$ cat src/hw/ssipo_pkg.sv
// Purpose: Shared constants and types for the serial absolute position output
// Assumes: Core clock of 250 MHz
// Notes:   Times are in ns; cycle counts derive from them
package ssipo_pkg;
   localparam int unsigned CLK_PERIOD_NS      = 4;
   localparam int unsigned HOLD_OFF_TIME_NS   = 20000;
   localparam int unsigned HOLD_OFF_MIN_NS    = 10000;
   localparam int unsigned HOLD_OFF_CYC       = HOLD_OFF_TIME_NS / CLK_PERIOD_NS;
   localparam int unsigned HOLD_OFF_MIN_CYC   = (HOLD_OFF_MIN_NS + CLK_PERIOD_NS - 1) / CLK_PERIOD_NS;
   localparam int unsigned POS_W_DEF          = 13;
   localparam int unsigned WORD_BITS_RING     = 25;
   localparam int unsigned RING_MAX_BITS      = 13;
   localparam logic        DATA_IDLE_LEVEL    = 1'b1;
   localparam logic        SPECIAL_RESET_VAL  = 1'b0;

   typedef enum logic [1:0] {
      SSIPO_IDLE,
      SSIPO_SHIFT,
      SSIPO_HOLD
   } ssipo_state_t;

   // Link clock edge strobes after synchronisation
   typedef struct packed {
      logic clk_fall;
      logic clk_rise;
   } ssipo_link_t;
endpackage

$ cat src/hw/ssipo_top.sv
// Purpose: Encoder-side serial output: capture, shift, hold-off, ring repeat
// Assumes: Link clock sampled on clk; bursts spaced beyond the hold-off time
// Notes:   Word is special bit then position, sent MSB first
`timescale 1ns/1ns
`default_nettype none
module ssipo_top
   import ssipo_pkg::*;
#(
   parameter int unsigned POS_W        = POS_W_DEF,
   parameter bit          GRAY_OUT     = 1'b1,
   parameter int unsigned HOLD_CYC     = HOLD_OFF_CYC
) (
   // Clock and reset
   input  wire logic             clk,
   input  wire logic             resetn,
   input  wire logic             clk_en,
   // Position source
   input  wire logic [POS_W-1:0] pos_raw,
   input  wire logic             special_bit,
   input  wire logic             dir_sel_n,
   // Serial link
   input  wire logic             link_clk,
   output var  logic             data_out,
   output var  logic             busy
);
   localparam int unsigned WW   = POS_W + 1;
   localparam int unsigned CW   = $clog2(WORD_BITS_RING + 2);
   localparam int unsigned TW   = $clog2(HOLD_CYC + 2);
   localparam logic [TW-1:0] HOLD_N = TW'(HOLD_CYC);
   localparam logic [CW-1:0] RING_N = CW'(WORD_BITS_RING);
   localparam bit RING_OK = (POS_W <= RING_MAX_BITS);

   logic [2:0]      lk_sync_r;
   logic [WW-1:0]   word_r;
   logic [WW-1:0]   shift_r;
   logic [CW-1:0]   bit_cnt_r;
   logic [TW-1:0]   tmr_r;
   logic            data_r;
   logic            busy_r;
   ssipo_state_t    state_r;
   ssipo_link_t     lk;

   // Two-stage sync, then edge detect on stages two and three
   assign lk.clk_fall = lk_sync_r[2] & ~lk_sync_r[1];
   assign lk.clk_rise = ~lk_sync_r[2] & lk_sync_r[1];

   // Direction and code conversion
   wire logic [POS_W-1:0] pos_dir  = dir_sel_n ? pos_raw : ~pos_raw;
   wire logic [POS_W-1:0] pos_code = GRAY_OUT ? (pos_dir ^ (pos_dir >> 1)) : pos_dir;
   wire logic [WW-1:0]    fresh    = {special_bit, pos_code};
   wire logic             tmr_done = (tmr_r == '0);
   wire logic             last_bit = (bit_cnt_r == CW'(WW));
   wire logic             ring_end = (bit_cnt_r == RING_N);

   always_ff @(posedge clk or negedge resetn) begin
      if (!resetn) begin
         lk_sync_r <= 3'h7;
      end else if (clk_en) begin
         lk_sync_r <= {lk_sync_r[1:0], link_clk};
      end
   end

   always_ff @(posedge clk or negedge resetn) begin
      if (!resetn) begin
         state_r   <= SSIPO_IDLE;
         word_r    <= '0;
         shift_r   <= '0;
         bit_cnt_r <= '0;
         tmr_r     <= '0;
         data_r    <= DATA_IDLE_LEVEL;
         busy_r    <= 1'b0;
      end else if (clk_en) begin
         if (lk.clk_fall) begin
            tmr_r <= HOLD_N;
         end else if (!tmr_done) begin
            tmr_r <= tmr_r - TW'(1);
         end
         case (state_r)
            SSIPO_IDLE: begin
               data_r <= DATA_IDLE_LEVEL;
               busy_r <= 1'b0;
               if (lk.clk_fall) begin
                  word_r    <= fresh;
                  shift_r   <= fresh;
                  bit_cnt_r <= '0;
                  busy_r    <= 1'b1;
                  state_r   <= SSIPO_SHIFT;
               end
            end
            SSIPO_SHIFT: begin
               if (lk.clk_rise) begin
                  bit_cnt_r <= bit_cnt_r + CW'(1);
                  if (bit_cnt_r < CW'(WW)) begin
                     data_r  <= shift_r[WW-1];
                     shift_r <= {shift_r[WW-2:0], 1'b0};
                  end else if (RING_OK && ring_end) begin
                     // Start of next word: 26th pulse decides
                     bit_cnt_r <= CW'(1);
                     if (tmr_done) begin
                        word_r  <= fresh;
                        data_r  <= fresh[WW-1];
                        shift_r <= {fresh[WW-2:0], 1'b0};
                     end else begin
                        data_r  <= word_r[WW-1];
                        shift_r <= {word_r[WW-2:0], 1'b0};
                     end
                  end else begin
                     data_r <= 1'b0;
                  end
               end else if (tmr_done && bit_cnt_r >= CW'(WW) && !lk.clk_fall) begin
                  data_r  <= DATA_IDLE_LEVEL;
                  busy_r  <= 1'b0;
                  state_r <= SSIPO_IDLE;
               end else if (tmr_done && last_bit == 1'b0 && bit_cnt_r < CW'(WW)
                            && !lk.clk_fall) begin
                  // Burst abandoned mid-word
                  data_r  <= DATA_IDLE_LEVEL;
                  busy_r  <= 1'b0;
                  state_r <= SSIPO_IDLE;
               end
            end
            default: begin
               state_r <= SSIPO_IDLE;
            end
         endcase
      end
   end

   assign data_out = data_r;
   assign busy     = busy_r;

   // Checks
   property p_idle_high;
      @(posedge clk) disable iff (!resetn)
      (state_r == SSIPO_IDLE && $past(state_r) == SSIPO_IDLE) |-> data_out;
   endproperty
   a_idle_high: assert property (p_idle_high) else $error("data not high idle");

   property p_capture;
      @(posedge clk) disable iff (!resetn)
      (clk_en && state_r == SSIPO_IDLE && lk.clk_fall) |=> (word_r == $past(fresh));
   endproperty
   a_capture: assert property (p_capture) else $error("capture wrong");

   property p_msb;
      @(posedge clk) disable iff (!resetn)
      (clk_en && state_r == SSIPO_SHIFT && lk.clk_rise && bit_cnt_r == '0)
         |=> (data_out == word_r[WW-1]);
   endproperty
   a_msb: assert property (p_msb) else $error("msb not first");

   property p_shift;
      @(posedge clk) disable iff (!resetn)
      (clk_en && state_r == SSIPO_SHIFT && lk.clk_rise && bit_cnt_r < CW'(WW))
         |=> (data_out == $past(shift_r[WW-1]));
   endproperty
   a_shift: assert property (p_shift) else $error("shift bit wrong");

   property p_low_after;
      @(posedge clk) disable iff (!resetn)
      (clk_en && state_r == SSIPO_SHIFT && lk.clk_rise && bit_cnt_r == CW'(WW) && !ring_end)
         |=> !data_out;
   endproperty
   a_low_after: assert property (p_low_after) else $error("data not low after lsb");

   property p_timer;
      @(posedge clk) disable iff (!resetn)
      (clk_en && lk.clk_fall) |=> (tmr_r == HOLD_N);
   endproperty
   a_timer: assert property (p_timer) else $error("timer not started");

   property p_stable;
      @(posedge clk) disable iff (!resetn)
      (state_r == SSIPO_SHIFT && !(lk.clk_rise && tmr_done)) |=> $stable(word_r);
   endproperty
   a_stable: assert property (p_stable) else $error("word changed");

   property p_repeat;
      @(posedge clk) disable iff (!resetn)
      (clk_en && state_r == SSIPO_SHIFT && lk.clk_rise && ring_end && RING_OK && !tmr_done)
         |=> (data_out == $past(word_r[WW-1]));
   endproperty
   a_repeat: assert property (p_repeat) else $error("ring repeat wrong");

   property p_release;
      @(posedge clk) disable iff (!resetn)
      (clk_en && state_r == SSIPO_SHIFT && tmr_done && !lk.clk_rise && !lk.clk_fall)
         |=> (data_out && !busy);
   endproperty
   a_release: assert property (p_release) else $error("no release on expiry");

   property p_freeze;
      @(posedge clk) disable iff (!resetn)
      !clk_en |=> ($stable(state_r) && $stable(tmr_r) && $stable(data_r) && $stable(word_r));
   endproperty
   a_freeze: assert property (p_freeze) else $error("state moved while frozen");

   c_burst:   cover property (@(posedge clk) state_r == SSIPO_IDLE ##1 state_r == SSIPO_SHIFT);
   c_return:  cover property (@(posedge clk) state_r == SSIPO_SHIFT ##1 state_r == SSIPO_IDLE);
   c_ring:    cover property (@(posedge clk) lk.clk_rise && ring_end && state_r == SSIPO_SHIFT);
   c_freeze:  cover property (@(posedge clk) !clk_en && state_r == SSIPO_SHIFT);
endmodule
`default_nettype wire

$ cat config.mk
export PLATFORM = sky130hd
export DESIGN_NAME = ssipo_top
export DESIGN_NICKNAME = d
export VERILOG_FILES = /design/src/hw/ssipo_pkg.sv /design/src/hw/ssipo_top.sv
export SDC_FILE = /design/constraint.sdc
export NUM_CORES = 1
export LEC_CHECK = 0
export ABC_AREA = 0
export ABC_CLOCK_PERIOD_IN_PS = 5200
export CAP_MARGIN = 20
export CELL_PAD_IN_SITES_DETAIL_PLACEMENT = 1
export CELL_PAD_IN_SITES_GLOBAL_PLACEMENT = 1
export CORE_MARGIN = 2
export CORE_UTILIZATION = 40
export CTS_BUF_LIST = sky130_fd_sc_hd__clkbuf_4 sky130_fd_sc_hd__clkbuf_8 sky130_fd_sc_hd__clkbuf_16
export CTS_CLUSTER_DIAMETER = 60
export DETAILED_ROUTE_END_ITERATION = 10
export DONT_BUFFER_PORTS = 1
export GPL_TIMING_DRIVEN = 0
export PLACE_DENSITY = 0.68
export SLEW_MARGIN = 20
export SYNTH_ARGS = -nofsm -noshare
export SYNTH_HDL_FRONTEND = slang
export SYNTH_SLANG_ARGS = --single-unit
$ cat constraint.sdc
create_clock -name clk -period 5.2 [get_ports clk]
set_input_delay 1.04 -clock clk [delete_from_list [all_inputs] [get_ports clk]]
set_output_delay 1.04 -clock clk [all_outputs]
set_load 0.03 [all_outputs]
==> results of run 1 <==
[cell usage in the layout, fill, tap and decap left out, drive strengths merged, types with 6 or more instances in the layout]
master,instances
a21oi,55
dfrtp,48
nor2,32
nand2,28
clkbuf,19
xnor2,16
o221ai,11
o21ai,11
nand3,8
buf,8
mux2,7
nor3,6
nor4,6
[synth_stat cells, types with 3 or more instances]
| master | n | area (sq um) |
|---|---|---|
| xnor2_1 | 16 | 140.1 |
| inv_1 | 5 | 18.77 |
| nor2_1 | 32 | 120.1 |
| a221oi_1 | 3 | 26.28 |
| xor2_1 | 5 | 43.79 |
| nand2b_1 | 3 | 18.77 |
| clkbuf_1 | 11 | 41.29 |
| o221ai_1 | 11 | 96.34 |
| nor2b_1 | 5 | 31.28 |
| dfstp_2 | 4 | 105.1 |
| nor3_1 | 6 | 30.03 |
| buf_2 | 4 | 20.02 |
| nand3_1 | 8 | 40.04 |
| ha_1 | 5 | 62.56 |
| a21oi_1 | 55 | 275.3 |
| a31oi_1 | 3 | 18.77 |
| nand2_1 | 28 | 105.1 |
| dfrtp_1 | 48 | 1201 |
| or3_1 | 4 | 25.02 |
| nor4_1 | 5 | 31.28 |
| and2_1 | 4 | 25.02 |
| a211oi_1 | 3 | 22.52 |
| mux2_2 | 5 | 56.30 |
| o21ai_0 | 9 | 45.04 |
[power by group]
group          switching, W  total [W]  internal [W]
logic              0.000188   0.000352      0.000164
clock network      0.000135   0.000247      0.000112
registers          0.000138   0.000694      0.000557
[kinds of logic after synthesis]
group           after synthesis  share of synthesized area, %
compound gates               94                         19.76
flops                        52                         46.05
fa+ha+maj                     5                         2.206
simple gates                107                         18.70
xor+xnor                     21                         6.484
mux                           7                         2.779
buf+inv                      24                         4.014
[metrics by stage]
stage / hold WS [ns] / area, sq um
global placement: 0.4618 / 2957
CTS: 0.4037 / 3048
global route: 0.3936 / 3048
floorplan: 0.4488 / 2836
finish: 0.4141 / 3048
detailed placement: 0.4769 / 2957
[how the worst max path moves through the flow]
stage | slack [ns] | cells past startpoint | to
after floorplan | 2.72 | 8 | word_r[12]
after global placement | 2.50 | 6 | shift_r[1]
after detailed placement | 2.50 | 6 | shift_r[3]
after CTS | 2.49 | 7 | word_r[13]
final | 2.51 | 7 | word_r[13]
after global routing | 2.33 | 7 | shift_r[1]
[final cells by class]
class                   instances  area share [%]
plain buffers                  19           3.120
clock buffers                   8           2.997
inverters                       5          0.6158
multi-input cells             234           46.47
flip-flops and latches         52           42.86
well taps                      96           3.941
[critical path, stage by stage, from the launching register on]
cell and delay [ns]:
dfrtp_1 0.44, or4_1 0.54, buf_2 0.18, or4_4 0.58
o22ai_2 0.21, and2_1 0.16, buf_4 0.15, mux2_1 0.32
[metal layers]
metal	wire (microns)	track usage [%]	share of wire [%]	vias to the layer above
met4	79	4.959	1.1	0
met3	216	3.172	3.1	5
met1	3256	26.49	46	1164
li1	-	-	-	1115
met2	3506	33.63	50	31
met5	0	0	0	-
[state kept, by name (all words and copies together) (netlist names)]
name / flops
bit_cnt_r: 5
lk_sync_r: 3
busy: 1
word_r: 14
data_out: 1
shift_r: 14
state_r: 1
tmr_r: 13
==> qor.txt, run 1 <==
Core ar. - 0.006832 sq mm
fillers - 823
# rows - 30
Leakage - 1.187 nW
area grow syn2layout - 7.455%
die width - 88.21 microns
Initial DRC Count - 106
Final Max Tran Viols - 0
synthesized area per cell - 9.150 sq um
drt total wl - 7.058 mm
synth unique cells - 45
pre-CTS setup slack - 2.499 ns
Multi-input gate area - 0.001416 sq mm
DR WL/cell - 17.05 microns
TritonRoute pass-1 iters - 4
Clock Path Buffers - 2
worst-path fanout max - 7
synthesized instance count - 310
setup bufs post-CTS - 0
Worst Skew - 0.009380 ns
Sum Neg Setup Slack - 0 ns
post-cts resize count - 0
max-cap violation count - 0
GP Congestion - 0.7874
layout cells sized above 1 - 9.119%
Initial Util - 41.52%
pin count of the biggest net entering global routing - 53
Final Instance Count excl. Fillers - 414
Reg2Reg Launch Point - tmr_r[7]
post-synthesis register bit count - 52
reg-to-reg slack, setup - 2.51 ns
H-Tree Depth - 2
Die Height - 88.21 microns
FMAX - 0.3722 GHz
outcome - completed
CTS tree - done
number of global-route vias before repair - 2350
Slew @ Worst Pin - 0.7343 ns
worst reg2reg endpoint - word_r[13]
Design Power - 0.001293 W
num ports - 21
placed instance count - 406
worst reg2reg path depth - 7
vias - 2315
clock sinks - 52
global-route wire length before repair - 12.03 mm
Syn Std Cell Area - 0.002836 sq mm
FFs w/ async S/R, synth - 100.0%
Seq/Total Area, Yosys - 46.05%
CP startpoint - tmr_r[7]
RSZ-0062 raised after global routing - false
Top FF cell, synth - dfrtp_1
CTS clk-pin slew, worst paths - 0.10 ns
HP Class - in -> async
final setup violation count - 0
All-Layer GR Usage - 19.79%
clock root cell - clkbuf_8
Reg area - 0.001306 sq mm
DRC - 0
Die ar. - 0.007781 sq mm
utilization after layout - 44.62%
Avg Vias per Cell - 5.592
TritonCTS buffer count - 5
slack of the critical path - 2.514 ns
yosys warns - 0
CP required - 5.40 ns
Syn Nets - 334
Pwr Density - 424.4 mW/mm^2
fin crit period - 2.686 ns
hpwl dp - 5.037 mm
grt ovf - 0
CP startpoint kind - register
max_slew headroom - 50.59%
Fin. Hold Viols - 0
hold buffers post-CTS - 0
Antenna diodes - 0
fin crit share - 51.66%
number of synthesized flops with an enable pin - 0
port bufs - 0
final net count - 341
DRT antenna net count - 0
crit path capture type - register
Worst EP arrival - 2.88 ns
Max VDD drop - 0.0001387 V
worst-skew pair later-pin latency - 0.31 ns
kind of critical path - reg -> reg
initial antenna violation count - 0
Note: power is estimated with default switching activity, not from simulation.
==> run 2, diff against run 1 <==
ABC_CLOCK_PERIOD_IN_PS = 2200   (was 5200)
PLACE_DENSITY = 0.7   (was 0.68)
clock period = 2.2 ns   (was 5.2 ns; I/O delays follow)
==> qor.txt, run 2 (synthesis gave the netlist of run 1 again) <==
worst-path fanout max - 4 (-3)
Die Height - 88.21 microns (unchanged)
Clock Path Buffers - 2 (unchanged)
# rows - 30 (unchanged)
Multi-input gate area - 0.001629 sq mm (+15%)
TritonCTS buffer count - 5 (unchanged)
fillers - 788 (-4.3%)
number of global-route vias before repair - 2386 (+1.5%)
TritonRoute pass-1 iters - 4 (unchanged)
clock sinks - 52 (unchanged)
die width - 88.21 microns (unchanged)
Design Power - 0.003514 W (+170%)
hpwl dp - 4.936 mm (-2.0%)
Final Instance Count excl. Fillers - 431 (+4.1%)
port bufs - 0 (unchanged)
Slew @ Worst Pin - 0.6206 ns (-0.1138 ns)
max_slew headroom - 58.63% (+8.0 points)
slack of the critical path - -0.1575 ns (-2.671 ns)
DP Area - 0.002983 sq mm (+0.89%)
DRC - 0 (unchanged)
Core ar. - 0.006832 sq mm (unchanged)
failing checks - negative setup slack
crit path capture type - register
Fin. Hold Viols - 0 (unchanged)
Reg area - 0.001306 sq mm (unchanged)
Die ar. - 0.007781 sq mm (unchanged)
HP Class - in -> reg
Max VDD drop - 0.0003936 V (+180%)
most frequent cells in the layout - dfrtp_1, a21oi_1, nand2_1
Avg Vias per Cell - 5.513 (-1.4%)
Leakage - 1.371 nW (+15%)
Pwr Density - 998.7 mW/mm^2 (+140%)
grt ovf - 0 (unchanged)
initial antenna violation count - 0 (unchanged)
Antenna diodes - 0 (unchanged)
Final Max Tran Viols - 0 (unchanged)
FMAX - 0.4242 GHz (+14%)
Worst EP arrival - 2.56 ns (-0.32 ns)
kind of critical path - reg -> reg
CTS clk-pin slew, worst paths - 0.10 ns (about the same)
utilization after layout - 51.50% (+6.9 points)
Initial DRC Count - 69 (-35%)
final net count - 358 (+5.0%)
vias - 2376 (+2.6%)
Finished Cell Area - 0.003518 sq mm (+15%)
clock root cell - clkbuf_8
area grow syn2layout - 24.04%
outcome - finished with violations
CTS tree - done
H-Tree Depth - 2 (unchanged)
GP Congestion - 0.7456 (-5.3%)
pin count of the biggest net entering global routing - 53 (unchanged)
layout cells sized above 1 - 23.88% (+15 points)
fin crit period - 2.357 ns (-0.3289 ns)
Sum Neg Setup Slack - -1.953 ns (-1.953 ns)
fin crit share - 107.2% (+55 points)
Regs by FF count - shift_r: 14 flops, word_r: 14 flops, tmr_r: 13 flops
num ports - 21 (unchanged)
RSZ-0062 raised after global routing - true
drt total wl - 7.638 mm (+8.2%)
DRT antenna net count - 0 (unchanged)
final setup violation count - 30 (+30)
global-route wire length before repair - 12.03 mm (about the same)
max-cap violation count - 0 (unchanged)
All-Layer GR Usage - 20.01% (+0.22 points)
DR WL/cell - 17.72 microns (+3.9%)
CP required - 2.40 ns (-3.00 ns)
placed instance count - 406 (unchanged)
Initial Util - 41.52% (unchanged)
CP startpoint kind - register
most common cell after layout, fill and taps aside - dfrtp_1
Worst Skew - 0.01237 ns (+0.002986 ns)
worst-skew pair later-pin latency - 0.32 ns (about the same)
run 2: path summary, 6_finish.rpt:
| check | from | slack (ns) | endpoint | depth (start not counted) |
|---|---|---|---|---|
| worst max-delay path | tmr_r[1] | -0.16 | word_r[13] | 7 |
| worst min-delay path | special_bit | 0.27 | word_r[13] | 1 |
| worst max register to register | tmr_r[1] | -0.16 | word_r[13] | 7 |
| worst min register to register | shift_r[0] | 0.50 | shift_r[0] | 2 |
| max in group asynchronous | resetn | 1.27 | lk_sync_r[0] | 2 |
| min in group asynchronous | resetn | 0.65 | word_r[11] | 2 |
run 2: report_power, final:
group | total [W] | switching (W) | internal, W
registers | 0.00167 | 0.000359 | 0.00132
clock network | 0.000740 | 0.000338 | 0.000402
logic | 0.00110 | 0.000566 | 0.000533
total | 0.00351 | 0.00126 | 0.00225
run 2: repair_timing:
action / 4_1_cts / 5_1_grt
hold buffers: 2 / 0
hold endpoints to repair: 52 / 0
gates resized for setup: 14 / 45
setup buffers: 7 / 9
cloned: 0 / 1
endpoints found under the setup margin: 39 / 38
pin swaps: 2 / 17
run 2: metrics by stage:
| stage | setup slack [ns] | hold slack [ns] |
|---|---|---|
| 2_1_floorplan | -0.1321 | 0.1444 |
| 3_5_place_dp | -0.3820 | 0.1461 |
| 5_1_grt | -0.2374 | 0.2623 |
| 4_1_cts | -0.2225 | 0.2693 |
| 3_3_place_gp | -0.3555 | 0.1460 |
| 6_report | -0.1575 | 0.2743 |
run 2: worst max-delay path, stage by stage (launching register included):
cell and delay (ns):
dfrtp_1 0.40, inv_2 0.08, ha_4 0.12, or3b_4 0.38
or4_4 0.58, o22ai_4 0.16, and2_4 0.22, mux2_4 0.30
run 2: cell type report:
cell class | instances | area share, %
multi-input combinational | 234 | 46.30
sequential | 52 | 37.13
timing repair buffer | 19 | 5.299
buffer | 17 | 3.734
tap | 96 | 3.414
clock buffer | 7 | 2.738
clock inverter | 1 | 0.8535
inverter | 5 | 0.5334
run 2: layer usage:
| layer | track usage, % | share of wire (%) | vias up |
|---|---|---|---|
| li1 | - | - | 1154 |
| met4 | 4.959 | 1.4 | 0 |
| met5 | 0 | 0 | - |
| met3 | 3.638 | 2.7 | 8 |
| met2 | 34.93 | 50 | 27 |
| met1 | 25.75 | 46 | 1187 |
